`config.mk`:
```
export PLATFORM = sky130hd
export DESIGN_NAME = fmct_modem_flat
export DESIGN_NICKNAME = d
export VERILOG_FILES = /design/src/shared/fmct_pkg.sv /design/src/shared/fmct_if.sv /design/src/hdl/fmct_modem.sv /design/src/flat_wrapper.sv
export SDC_FILE = /design/constraint.sdc
export NUM_CORES = 1
export LEC_CHECK = 0
export ABC_AREA = 1
export BUFFER_PORTS_ARGS = -buffer_cell sky130_fd_sc_hd__buf_2
export CELL_PAD_IN_SITES_DETAIL_PLACEMENT = 1
export CELL_PAD_IN_SITES_GLOBAL_PLACEMENT = 1
export CORE_MARGIN = 1
export CORE_UTILIZATION = 30
export CTS_CLUSTER_SIZE = 24
export DETAILED_ROUTE_END_ITERATION = 12
export GPL_TIMING_DRIVEN = 0
export PLACE_DENSITY_LB_ADDON = 0.1
export SYNTH_ARGS = -nofsm -noshare
export SYNTH_HDL_FRONTEND = slang
export SYNTH_SLANG_ARGS = --single-unit
```
`constraint.sdc`:
```
create_clock -name clk_sys -period 4.45 [get_ports clk_sys]
set_clock_uncertainty 0.1 [all_clocks]
set_input_delay 0.2225 -clock clk_sys [delete_from_list [all_inputs] [get_ports clk_sys]]
set_output_delay 0.2225 -clock clk_sys [all_outputs]
set_load 0.02 [all_outputs]
```
`src/shared/fmct_pkg.sv`:
```
// Shared constants for the modem carrier timing block and its host end.
`default_nettype none
package fmct_pkg;

  // Device clock and line rate.
  localparam int CLK_HZ = 25000000;
  localparam int BAUD_HZ = 1200;
  localparam int BIT_CYC = CLK_HZ / BAUD_HZ;

  // Carrier timing limits in bit-times.
  localparam int CSTART_BT = 5;
  localparam int CSTOP_BT = 3;
  localparam int CDECAY_BT = 6;
  localparam int CDON_BT = 6;

  // Carrier detect timing in microseconds.
  localparam int CDOFF_US = 3000;
  localparam int CDHOLD_US = 2100;

  // Power-up waits of the host, in microseconds and nanoseconds.
  localparam int OSC_US = 25000;
  localparam int REF_US = 10000;
  localparam int POW_US = 30;
  localparam int CSGAP_NS = 3060;

  // Cycle counts; least times round up, longest times round down.
  localparam int CDOFF_CYC = (CDOFF_US * (CLK_HZ / 1000000));
  localparam int CDHOLD_CYC = (CDHOLD_US * (CLK_HZ / 1000000));
  localparam int OSC_CYC = (OSC_US * (CLK_HZ / 1000000));
  localparam int REF_CYC = (REF_US * (CLK_HZ / 1000000));
  localparam int POW_CYC = (POW_US * (CLK_HZ / 1000000));
  localparam int CSGAP_CYC = (CSGAP_NS * (CLK_HZ / 1000000) + 999) / 1000;

  // Carrier detect filters: on after 4 bit-times, off with one bit-time of margin.
  localparam int CDON_CYC = BIT_CYC * 4;
  localparam int CDOFF_FILT_CYC = CDOFF_CYC - BIT_CYC;

  // Envelope of the transmit carrier.
  localparam int AMP_W = 3;
  localparam logic [2:0] AMP_FULL = 3'h7;
  localparam logic [2:0] AMP_RX = 3'h4;
  localparam logic [2:0] AMP_ZERO = 3'h0;
  localparam int RAMP_UP_DIV = 4;
  localparam int RAMP_DN_DIV = 2;

  // Tone generator: 24-bit phase accumulator; one wrap walks all 32 table steps once.
  localparam int PHASE_W = 24;
  localparam int TBL_W = 5;
  localparam logic [23:0] MARK_INC =
    24'((64'd1200 * 64'h0100_0000) / 64'd25000000);
  localparam logic [23:0] SPACE_INC =
    24'((64'd2200 * 64'h0100_0000) / 64'd25000000);

  // Serial port frame and control byte layout.
  localparam int SPI_BITS = 8;
  localparam int CTL_RTS_BIT = 7;
  localparam int CTL_TXD_BIT = 0;
  localparam int STS_CD_BIT = 7;
  localparam int STS_TX_BIT = 6;
  localparam int STS_MASTER_BIT = 5;
  localparam int STS_READY_BIT = 4;
  localparam logic [7:0] CTL_RESET = 8'h00;

  // Host serial port states.
  typedef enum logic [1:0] {FMCT_IDLE, FMCT_SHIFT, FMCT_GAP} fmct_spi_state_e;

endpackage
`default_nettype wire

```
`src/shared/fmct_if.sv`:
```
`timescale 1ns/1ps
`default_nettype none
// Link between the host controller and the modem.
interface fmct_if;
  logic rts_n;
  logic txd;
  logic rxd;
  logic carrier_detect_out;
  logic power_down;
  logic spi_cs_n;
  logic spi_sclk;
  logic spi_sdi;
  logic spi_sdo;
  logic irq_n;

  modport dev (
    input rts_n, txd, power_down, spi_cs_n, spi_sclk, spi_sdi,
    output rxd, carrier_detect_out, spi_sdo, irq_n
  );

  modport host (
    output rts_n, txd, power_down, spi_cs_n, spi_sclk, spi_sdi,
    input rxd, carrier_detect_out, spi_sdo, irq_n
  );
endinterface
`default_nettype wire

```
`src/hdl/fmct_modem.sv`:
```
// Functional notes
// - Carrier reaches first peak within 5 bit-times.
// - Carrier below receive amplitude within 3 bit-times.
// - Carrier fully zero within 6 bit-times.
// - Carrier detect rises within 6 bit-times.
// - Carrier detect falls within 3 ms.
// - After transmit, detect held off 2.1 ms.
// - Host waits 25 ms after oscillator enable.
// - Host waits 10 ms after reference enable.
// - Power-down exit takes 30 us.
// - Chip-select rising edges at least 3.06 us apart.
// - Half-duplex modem, slave or master role.
// - Transmit data passes over UART or serial-port control byte; receive data over UART only.
// - Serial output daisy-chains, with interrupt signalling.
// - Host drives request-to-send low to transmit.
// - Carrier detect high on valid receive carrier.
// - Mark 1200 Hz, space 2200 Hz tone.
`timescale 1ns/1ps
`default_nettype none
module fmct_modem #(
  parameter int BIT_CYCLES = fmct_pkg::BIT_CYC,
  parameter int CDON_CYCLES = fmct_pkg::CDON_CYC,
  parameter int CDOFF_CYCLES = fmct_pkg::CDOFF_FILT_CYC,
  parameter int CDHOLD_CYCLES = fmct_pkg::CDHOLD_CYC
) (
  // Clock and reset.
  input wire logic clk_sys,
  input wire logic reset,
  // Link to the host.
  fmct_if.dev link,
  // Straps.
  input wire logic mode_spi,
  input wire logic role_master,
  // Receive path from the demodulator.
  input wire logic rx_carrier_valid,
  input wire logic rx_bit_in,
  // Transmit path to the converter.
  output logic [2:0] tx_amp,
  output logic [4:0] tx_phase,
  output logic tx_active
);

  localparam int UP_CYC = BIT_CYCLES / fmct_pkg::RAMP_UP_DIV;
  localparam int DN_CYC = BIT_CYCLES / fmct_pkg::RAMP_DN_DIV;

  logic rts_n_reg;
  logic [2:0] amp_reg;
  logic [31:0] step_reg;
  logic [23:0] phase_reg;
  logic [31:0] on_cnt_reg;
  logic [31:0] off_cnt_reg;
  logic [31:0] hold_reg;
  logic [15:0] wake_reg;
  logic cd_reg;
  logic cd_chg_reg;
  logic cd_q_reg;
  logic rxd_reg;
  logic cs_q_reg;
  logic sclk_q_reg;
  logic [7:0] shift_reg;
  logic [3:0] bits_reg;
  logic [7:0] ctl_reg;
  logic ready;
  logic tx_req;
  logic tx_bit;
  logic cs_rise;
  logic cs_fall;
  logic sclk_rise;
  logic [7:0] status;

  // Request and data source: pin in UART mode, control byte in serial-port mode.
  assign ready = (wake_reg == 16'h0000) && !link.power_down;
  assign tx_req = ready && (mode_spi ? ctl_reg[fmct_pkg::CTL_RTS_BIT] : !rts_n_reg);
  assign tx_bit = mode_spi ? ctl_reg[fmct_pkg::CTL_TXD_BIT] : link.txd;
  assign tx_active = (amp_reg != fmct_pkg::AMP_ZERO);
  assign tx_amp = amp_reg;
  assign tx_phase = phase_reg[23:19];

  // The request pin is registered once so the ramp follows a clean clock edge.
  always_ff @(posedge clk_sys) begin
    if (reset) begin
      rts_n_reg <= 1'b1;
    end else begin
      rts_n_reg <= link.rts_n;
    end
  end

  // Wake-up timer: power-down exit counts 30 us before the modem acts.
  always_ff @(posedge clk_sys) begin
    if (reset || link.power_down) begin
      wake_reg <= 16'(fmct_pkg::POW_CYC);
    end else if (wake_reg != 16'h0000) begin
      wake_reg <= wake_reg - 16'h0001;
    end
  end

  // Envelope: full in under 2 bit-times, below receive level in 2, zero in 3.5.
  always_ff @(posedge clk_sys) begin
    if (reset) begin
      amp_reg <= fmct_pkg::AMP_ZERO;
      step_reg <= 32'h0000_0000;
    end else if (tx_req && amp_reg != fmct_pkg::AMP_FULL) begin
      if (step_reg >= 32'(UP_CYC - 1)) begin
        step_reg <= 32'h0000_0000;
        amp_reg <= amp_reg + 3'h1;
      end else begin
        step_reg <= step_reg + 32'h0000_0001;
      end
    end else if (!tx_req && amp_reg != fmct_pkg::AMP_ZERO) begin
      if (step_reg >= 32'(DN_CYC - 1)) begin
        step_reg <= 32'h0000_0000;
        amp_reg <= amp_reg - 3'h1;
      end else begin
        step_reg <= step_reg + 32'h0000_0001;
      end
    end else begin
      step_reg <= 32'h0000_0000;
    end
  end

  // Phase accumulator steps the 32-entry sine table at the tone rate.
  always_ff @(posedge clk_sys) begin
    if (reset || !tx_active && !tx_req) begin
      phase_reg <= 24'h00_0000;
    end else begin
      phase_reg <= phase_reg + (tx_bit ? fmct_pkg::MARK_INC : fmct_pkg::SPACE_INC);
    end
  end

  // Hold-off after turning from transmit to receive.
  always_ff @(posedge clk_sys) begin
    if (reset) begin
      hold_reg <= 32'h0000_0000;
    end else if (tx_req) begin
      hold_reg <= 32'(CDHOLD_CYCLES);
    end else if (hold_reg != 32'h0000_0000) begin
      hold_reg <= hold_reg - 32'h0000_0001;
    end
  end

  // Presence filter on the receive carrier.
  always_ff @(posedge clk_sys) begin
    if (reset || !rx_carrier_valid) begin
      on_cnt_reg <= 32'h0000_0000;
    end else if (on_cnt_reg < 32'(CDON_CYCLES)) begin
      on_cnt_reg <= on_cnt_reg + 32'h0000_0001;
    end
  end

  // Absence filter on the receive carrier.
  always_ff @(posedge clk_sys) begin
    if (reset || rx_carrier_valid) begin
      off_cnt_reg <= 32'h0000_0000;
    end else if (off_cnt_reg < 32'(CDOFF_CYCLES)) begin
      off_cnt_reg <= off_cnt_reg + 32'h0000_0001;
    end
  end

  // Carrier detect; never set while transmitting since the link is half-duplex.
  always_ff @(posedge clk_sys) begin
    if (reset || !ready || tx_req || tx_active) begin
      cd_reg <= 1'b0;
    end else if (!cd_reg && on_cnt_reg >= 32'(CDON_CYCLES) && hold_reg == 32'h0000_0000) begin
      cd_reg <= 1'b1;
    end else if (cd_reg && off_cnt_reg >= 32'(CDOFF_CYCLES)) begin
      cd_reg <= 1'b0;
    end
  end

  // Received data goes straight through in UART mode while a carrier is present.
  always_ff @(posedge clk_sys) begin
    if (reset) begin
      rxd_reg <= 1'b1;
    end else begin
      rxd_reg <= (!mode_spi && cd_reg) ? rx_bit_in : 1'b1;
    end
  end

  assign link.rxd = rxd_reg;
  assign link.carrier_detect_out = cd_reg;

  // Serial-port edge detection on synchronous link pins.
  assign cs_rise = !cs_q_reg && link.spi_cs_n;
  assign cs_fall = cs_q_reg && !link.spi_cs_n;
  assign sclk_rise = !sclk_q_reg && link.spi_sclk && !link.spi_cs_n;
  assign status = {cd_reg, tx_active, role_master, ready, 4'h0};

  // Edge history of chip select, serial clock and carrier detect.
  always_ff @(posedge clk_sys) begin
    if (reset) begin
      cs_q_reg <= 1'b1;
      sclk_q_reg <= 1'b0;
      cd_q_reg <= 1'b0;
    end else begin
      cs_q_reg <= link.spi_cs_n;
      sclk_q_reg <= link.spi_sclk;
      cd_q_reg <= cd_reg;
    end
  end

  // Shift register: status out, control in; extra bits pass on for daisy-chains.
  always_ff @(posedge clk_sys) begin
    if (reset) begin
      shift_reg <= 8'h00;
      bits_reg <= 4'h0;
    end else if (cs_fall) begin
      shift_reg <= status;
      bits_reg <= 4'h0;
    end else if (sclk_rise) begin
      shift_reg <= {shift_reg[6:0], link.spi_sdi};
      if (bits_reg != 4'(fmct_pkg::SPI_BITS)) begin
        bits_reg <= bits_reg + 4'h1;
      end
    end
  end

  assign link.spi_sdo = shift_reg[7];

  // The last eight bits shifted in become the control byte at chip-select release.
  always_ff @(posedge clk_sys) begin
    if (reset) begin
      ctl_reg <= fmct_pkg::CTL_RESET;
    end else if (mode_spi && cs_rise && bits_reg == 4'(fmct_pkg::SPI_BITS)) begin
      ctl_reg <= shift_reg;
    end
  end

  // Interrupt on any carrier detect change in serial-port mode; a finished frame clears it, a change wins.
  always_ff @(posedge clk_sys) begin
    if (reset) begin
      cd_chg_reg <= 1'b0;
    end else if (mode_spi && (cd_reg != cd_q_reg)) begin
      cd_chg_reg <= 1'b1;
    end else if (cs_rise) begin
      cd_chg_reg <= 1'b0;
    end
  end

  assign link.irq_n = !cd_chg_reg;

endmodule // fmct_modem
`default_nettype wire

```
`src/flat_wrapper.sv`:
```
// flat-port wrapper written by rule: the top's interface ports become plain ports
module fmct_modem_flat 
#(
  parameter int BIT_CYCLES = fmct_pkg::BIT_CYC,
  parameter int CDON_CYCLES = fmct_pkg::CDON_CYC,
  parameter int CDOFF_CYCLES = fmct_pkg::CDOFF_FILT_CYC,
  parameter int CDHOLD_CYCLES = fmct_pkg::CDHOLD_CYC
)
  (clk_sys, reset, mode_spi, role_master, rx_carrier_valid, rx_bit_in, tx_amp, tx_phase, tx_active, link_rts_n, link_txd, link_power_down, link_spi_cs_n, link_spi_sclk, link_spi_sdi, link_rxd, link_carrier_detect_out, link_spi_sdo, link_irq_n);
  fmct_if link_i ();
  input wire logic clk_sys;
  input wire logic reset;
  input wire logic mode_spi;
  input wire logic role_master;
  input wire logic rx_carrier_valid;
  input wire logic rx_bit_in;
  output logic [2:0] tx_amp;
  output logic [4:0] tx_phase;
  output logic tx_active;
  input wire logic [$bits(link_i.rts_n)-1:0] link_rts_n;
  input wire logic [$bits(link_i.txd)-1:0] link_txd;
  input wire logic [$bits(link_i.power_down)-1:0] link_power_down;
  input wire logic [$bits(link_i.spi_cs_n)-1:0] link_spi_cs_n;
  input wire logic [$bits(link_i.spi_sclk)-1:0] link_spi_sclk;
  input wire logic [$bits(link_i.spi_sdi)-1:0] link_spi_sdi;
  output wire logic [$bits(link_i.rxd)-1:0] link_rxd;
  output wire logic [$bits(link_i.carrier_detect_out)-1:0] link_carrier_detect_out;
  output wire logic [$bits(link_i.spi_sdo)-1:0] link_spi_sdo;
  output wire logic [$bits(link_i.irq_n)-1:0] link_irq_n;
  assign link_i.rts_n = link_rts_n;
  assign link_i.txd = link_txd;
  assign link_i.power_down = link_power_down;
  assign link_i.spi_cs_n = link_spi_cs_n;
  assign link_i.spi_sclk = link_spi_sclk;
  assign link_i.spi_sdi = link_spi_sdi;
  assign link_rxd = link_i.rxd;
  assign link_carrier_detect_out = link_i.carrier_detect_out;
  assign link_spi_sdo = link_i.spi_sdo;
  assign link_irq_n = link_i.irq_n;
  fmct_modem #(.BIT_CYCLES(BIT_CYCLES), .CDON_CYCLES(CDON_CYCLES), .CDOFF_CYCLES(CDOFF_CYCLES), .CDHOLD_CYCLES(CDHOLD_CYCLES)) u_core (.clk_sys(clk_sys), .reset(reset), .link(link_i), .mode_spi(mode_spi), .role_master(role_master), .rx_carrier_valid(rx_carrier_valid), .rx_bit_in(rx_bit_in), .tx_amp(tx_amp), .tx_phase(tx_phase), .tx_active(tx_active));
endmodule
```
==> run summary, run 1 <==
final setup violation count: 0
Initial Util: 0.307
final hold vios: 0
Worst Setup Start Kind: flop
DPL Wire Length: 17.4 mm
vias in the first global route: 7816
CTS tree: done
number of I/O pins: 25
Syn Inst Count: 1267
max cap viols: 0
Netlist cell types: 53
hold path cells: 5
Synth area leader: dfxtp_1
initial antenna violation count: 0
DR WL/cell: 13.1 um
design area: 0.0105 mm2
Synth Flop Type: dfxtp_1
CP required: 4.67 ns
CP Class: reg2reg
Tcrit/Tclk final: 0.637
Async SR Flop Fraction: 0
Worst Hold Launch: role_master
Max transition margin: 0.538
Ys Warns: 0
# diodes: 0
Avg Cell Area, Syn: 7.27 um2
DR iter-0 viols: 289
Placer Congestion: 0.783
top-area cell type share of the netlist area: 0.418
Pleak: 4.12 nW
All-Layer GR Usage: 0.153
Vias: 7839
power per cell area: 503 mW/mm2
#FFs+latches synth: 192
cell row count: 63
top-count cell post-synth: nand2_1
ANT nets after route: 0
Die W: 177 um
r2r endpoint: u_core.phase_reg[10]
crit path from: u_core.ctl_reg[0]
clk_lat worst skew: 0.44 ns
TritonCTS buffer count: 17
Hold/Removal Path Class: in2reg
first-pass detailed-route iteration total: 4
share of cells above drive strength 1: 0.114
die footprint: 0.0314 mm2
Area growth, synth to finish: 14.4%
clock root buffer master: clkbuf_16
FF-to-FF path depth: 13
vias per inst: 4.52
Die H: 177 um
Netlist Area Pre-Place: 0.00921 mm2
CP max FO: 4
worst vdd ir: 294 uV
nets: 1363
sequential area share after synthesis: 0.418
setup bufs post-CTS: 0
grt ovf: 0
Max clock buf depth: 2
largest net degree at the start of global routing: 18
Worst Tran Pin Value: 0.687 ns
placed instance area: 0.00987 mm2
RSZ-0062 raised after global routing: no
Post-Route WL: 22.7 mm
detailed-route DRC error count: 0
Total Power: 5.30 mW
status: completed
clock transition at the registers of the reported paths: 0.07 ns
first-pass GRT wire length: 38.4 mm
Setup TNS Final: 0 ns
CP arrival: 3.06 ns
hold_ws: 0.0176 ns
Worst Setup End Kind: flop
min cycle time layout: 2.84 ns
FF-to-FF Start: u_core.ctl_reg[0]
Sink Count: 192
max-slew violation count: 0
reg2reg setup slack: 1.61 ns
maximum clock frequency: 353 MHz
ranking of synthesized cells by area: dfxtp_1 42%, nand2_1 10%, nor2_1 8.3%, inv_1 6.0%, a21oi_1 4.5%
CP Capture Point: u_core.phase_reg[10]
IO Port Bufs: 23
number of H-tree levels: 4
Core ar.: 0.0300 mm2
synth cell count leaders: 255 x nand2_1, 204 x nor2_1, 192 x dfxtp_1, 146 x inv_1, 82 x a21oi_1
number of flops mapped to enable cells by yosys: 0
-- worst min path at each step --
stage                                to  slack [ns]
CTS                 u_core.shift_reg[5]       0.003
global placement        u_core.link.rxd        0.31
detailed placement      u_core.link.rxd        0.31
global route         u_core.wake_reg[5]       0.007
finish              u_core.shift_reg[5]        0.02
floorplan               u_core.link.rxd        0.22
-- routing by layer --
metal,GRT usage,share of wire,up-vias
met4,0.0363,0.0086,0
li1,-,-,4149
met2,0.257,0.47,42
met1,0.198,0.50,3637
met3,0.0339,0.020,11
met5,0,0,-
-- layout by cell type, fill, tap and decap left out, types with 3 or more instances in the layout --
cell type,instances
dlygate4sd3_1,7
clkbuf_16,17
or2_1,3
buf_2,30
a21oi_1,82
o21ai_0,32
buf_6,4
dfxtp_1,192
nor2_1,204
clkinvlp_4,3
xor2_1,32
nor3_2,6
nor3_1,39
nand2_1,255
a21oi_2,3
inv_2,7
o211ai_1,4
nand2_2,10
nand3_2,4
nand3_1,67
buf_4,9
or2_2,12
nor2_4,7
nor2_2,19
conb_1,18
a211oi_1,3
o21ai_1,5
inv_6,5
xnor2_1,32
ha_1,17
nand4_1,23
nor4_1,9
inv_1,146
clkbuf_1,5
-- area by class of cell --
type	instances	area, um2
fill	3748	19400
multi-input combinational	909	4650
sequential	192	3840
inverter	155	587
tap	390	488
clock buffer	18	439
buffer	28	190
timing repair buffer	30	185
clock inverter	13	151
-- critical path, stage by stage, from the launching register on --
cell and delay, ns:
dfxtp_1 0.31, or2_2 0.32, o21ai_0 0.24, inv_1 0.21, ha_1 0.26, ha_1 0.19, or2_1 0.26, a21oi_1 0.26
o21ai_0 0.19, nand2_1 0.09, nand2_1 0.06, xor2_1 0.14, inv_1 0.05, nor2_1 0.03
-- cells by family (layout without fill, tap and decap cells) --
kind of cell	count (synthesis)	in the layout	share of synthesized area
fa+ha+maj	18	18	0.0253
flops	192	192	0.418
xor+xnor	64	64	0.0609
other cells	1	18	0.000407
compound gates	140	140	0.0836
buf+inv	183	244	0.0844
simple gates	669	669	0.328
-- timing repair --
| item | CTS | global route |
|---|---|---|
| hold endpoints to repair | 6 | 0 |
| hold buffers | 7 | 0 |
| gates resized for setup | 0 | 0 |
-- power by group --
part,internal [mW],switching [mW]
logic,0.613,1.06
registers,1.89,0.154
clock network,0.853,0.723
total,3.35,1.94
-- metrics by stage --
stage | util | instances | setup slack [ns]
floorplan | - | 1284 | 2.10
global placement | 0.330 | 1697 | 1.48
detailed placement | 0.330 | 1697 | 1.50
CTS | 0.352 | 1735 | 1.59
global route | 0.352 | 1735 | 1.33
finish | 0.352 | 1735 | 1.61
Power figures use the tool's default switching activity.
==> run 2: changes to the inputs <==
==> constraint.sdc (replaced) <==
create_clock -name clk_sys -period 2.55 [get_ports clk_sys]
set_clock_uncertainty 0.1 [all_clocks]
set_input_delay 0.1275 -clock clk_sys [delete_from_list [all_inputs] [get_ports clk_sys]]
set_output_delay 0.1275 -clock clk_sys [all_outputs]
set_load 0.02 [all_outputs]
==> run 2 against run 1 <==
Global-route usage hardly changed; maximum frequency rose by 18%; worst hold slack improved by 0.059 ns; sequential cell count is the same; cell count is 0.23% higher; non-clock buffer count is 4 higher; cell area increased by 0.80%; total power is 75% higher; worst setup slack got worse by 1.5 ns; register-to-register slack worse by 1.5 ns.
==> run summary, run 2 (synthesis gave the netlist of run 1 again) <==
Area growth, synth to finish: 15.3%
Initial Util: 0.307
worst stage delay on the critical path: 0.40 ns
first-pass GRT wire length: 38.5 mm
final hold vios: 0
Worst Setup End Kind: flop
nets: 1367
clk_lat worst skew: 0.44 ns
DR WL/cell: 13.1 um
r2r endpoint: u_core.phase_reg[18]
All-Layer GR Usage: 0.154
number of I/O pins: 25
Pleak: 4.14 nW
Hold Path End: u_core.cd_chg_reg
Worst Tran Pin Value: 0.687 ns
first-pass detailed-route iteration total: 4
CP required: 2.82 ns
Max clock buf depth: 2
CP cell instances: or2_2, o21ai_4, inv_2, ha_2, nand2_1, nor2_1, nand2_1, o21ai_2, nand2_1, or2_2, a21oi_1
ANT nets after route: 0
FF-to-FF path depth: 11
most frequent cells in the layout: 254 x nand2_1, 204 x nor2_1, 192 x dfxtp_1, 145 x inv_1, 79 x a21oi_1
Post-Route Utilization: 0.354
grt ovf: 0
clock root buffer master: clkbuf_16
IO Port Bufs: 23
Inst Count DP: 1697
largest net degree at the start of global routing: 18
min cycle time layout: 2.40 ns
TritonCTS buffer count: 17
Worst Setup Start Kind: flop
worst vdd ir: 512 uV
FF-to-FF Start: u_core.ctl_reg[0]
Buf/Inv on CP: 1
Vias: 7862
share of cells above drive strength 1: 0.122
Core ar.: 0.0300 mm2
Placer Congestion: 0.783
max-slew violation count: 0
initial antenna violation count: 0
reg2reg setup slack: 0.15 ns
Die W: 177 um
DR iter-0 viols: 282
maximum clock frequency: 416 MHz
CTS tree: done
# diodes: 0
final setup violation count: 0
die footprint: 0.0314 mm2
Tcrit/Tclk final: 0.943
Worst path slowest cell: ha_2
max cap viols: 0
detailed-route DRC error count: 0
RSZ-0062 raised after global routing: no
Max transition margin: 0.538
clock transition at the registers of the reported paths: 0.08 ns
Post-Route WL: 22.8 mm
post-route insts no fill: 1739
Crit path max-delay family: simple AND/OR/NAND/NOR gates
commonest non-fill, non-tap cell in the layout: nand2_1
CP Class: reg2reg
Die H: 177 um
vias in the first global route: 7848
vias per inst: 4.52
DPL Wire Length: 17.4 mm
CP max FO: 6
power per cell area: 875 mW/mm2
Hold/Removal Path Class: in2reg
hold path cells: 5
Worst Hold Launch: mode_spi
CP dominant cell by count: nand2_1
Sink Count: 192
CP arrival: 2.68 ns
status: completed
cell row count: 63
number of H-tree levels: 4
run 2: changes by cell type in the layout (fill, tap and decap cells not counted), moves of 2 or more:
cell / before / now
a21oi_1: 82 / 79
a21oi_2: 3 / 5
dlygate4sd3_1: 7 / 10
buf_4: 9 / 11
ha_2: 0 / 2
ha_1: 17 / 15
o21ai_0: 32 / 29
run 2: worst reg2reg max path: stages (launching register included):
cell     delay [ns]
dfxtp_1        0.32
or2_2          0.34
o21ai_4        0.11
inv_2          0.10
ha_2           0.40
nand2_1        0.09
nor2_1         0.14
nand2_1        0.08
o21ai_2        0.19
nand2_1        0.09
or2_2          0.28
a21oi_1        0.11
run 2: worst max path at each step:
stage / start / endpoint / slack, ns / cells past startpoint
final: u_core.ctl_reg[0] / u_core.phase_reg[18] / 0.15 / 11
after global routing: u_core.ctl_reg[0] / u_core.phase_reg[19] / 0.003 / 12
after detailed placement: mode_spi / u_core.phase_reg[10] / -0.30 / 15
after global placement: mode_spi / u_core.phase_reg[10] / -0.32 / 15
after CTS: u_core.ctl_reg[0] / u_core.phase_reg[10] / 0.02 / 13
after floorplan: u_core.ctl_reg[0] / u_core.phase_reg[8] / 0.20 / 10
run 2: layout make-up:
type                       count  area [um2]
timing repair buffer          34         223
tap                          390         488
fill                        3745       19300
clock inverter                13         151
multi-input combinational    909        4690
clock buffer                  18         439
sequential                   192        3840
buffer                        28         193
inverter                     155         587
run 2: report_power, final:
group | switching, mW | internal (mW) | leakage (nW)
Clock | 1.26 | 1.49 | 0.282
Combinational | 1.87 | 1.09 | 2.30
Sequential | 0.275 | 3.29 | 1.56
run 2: per-stage QoR:
| step | power, mW | area, um2 | hold slack [ns] | worst slack, ns | setup TNS [ns] |
|---|---|---|---|---|---|
| after floorplan | 5.83 | 9270 | 0.121 | 0.198 | 0 |
| after global placement | 6.56 | 9870 | 0.218 | -0.323 | -2.65 |
| after detailed placement | 6.58 | 9870 | 0.213 | -0.305 | -2.43 |
| after CTS | 9.44 | 10600 | 0.0405 | 0.0183 | 0 |
| after global routing | 10.0 | 10600 | 0.105 | 0.00265 | 0 |
| final | 9.29 | 10600 | 0.0766 | 0.146 | 0 |
run 2: routing by layer:
| metal | track usage | routed length (um) |
|---|---|---|
| met5 | 0 | 0 |
| met4 | 0.0363 | 195 |
| met3 | 0.0339 | 429 |
| met2 | 0.259 | 10700 |
| met1 | 0.198 | 11500 |
run 2: repair_timing:
item                       in CTS  in global routing
pin swaps                       0                  1
setup endpoints to repair      15                 12
gates resized for setup         6                 10
setup buffers                   0                  1
hold endpoints to repair       20                  0
gates cloned                    0                  0
hold buffers                   10                  0
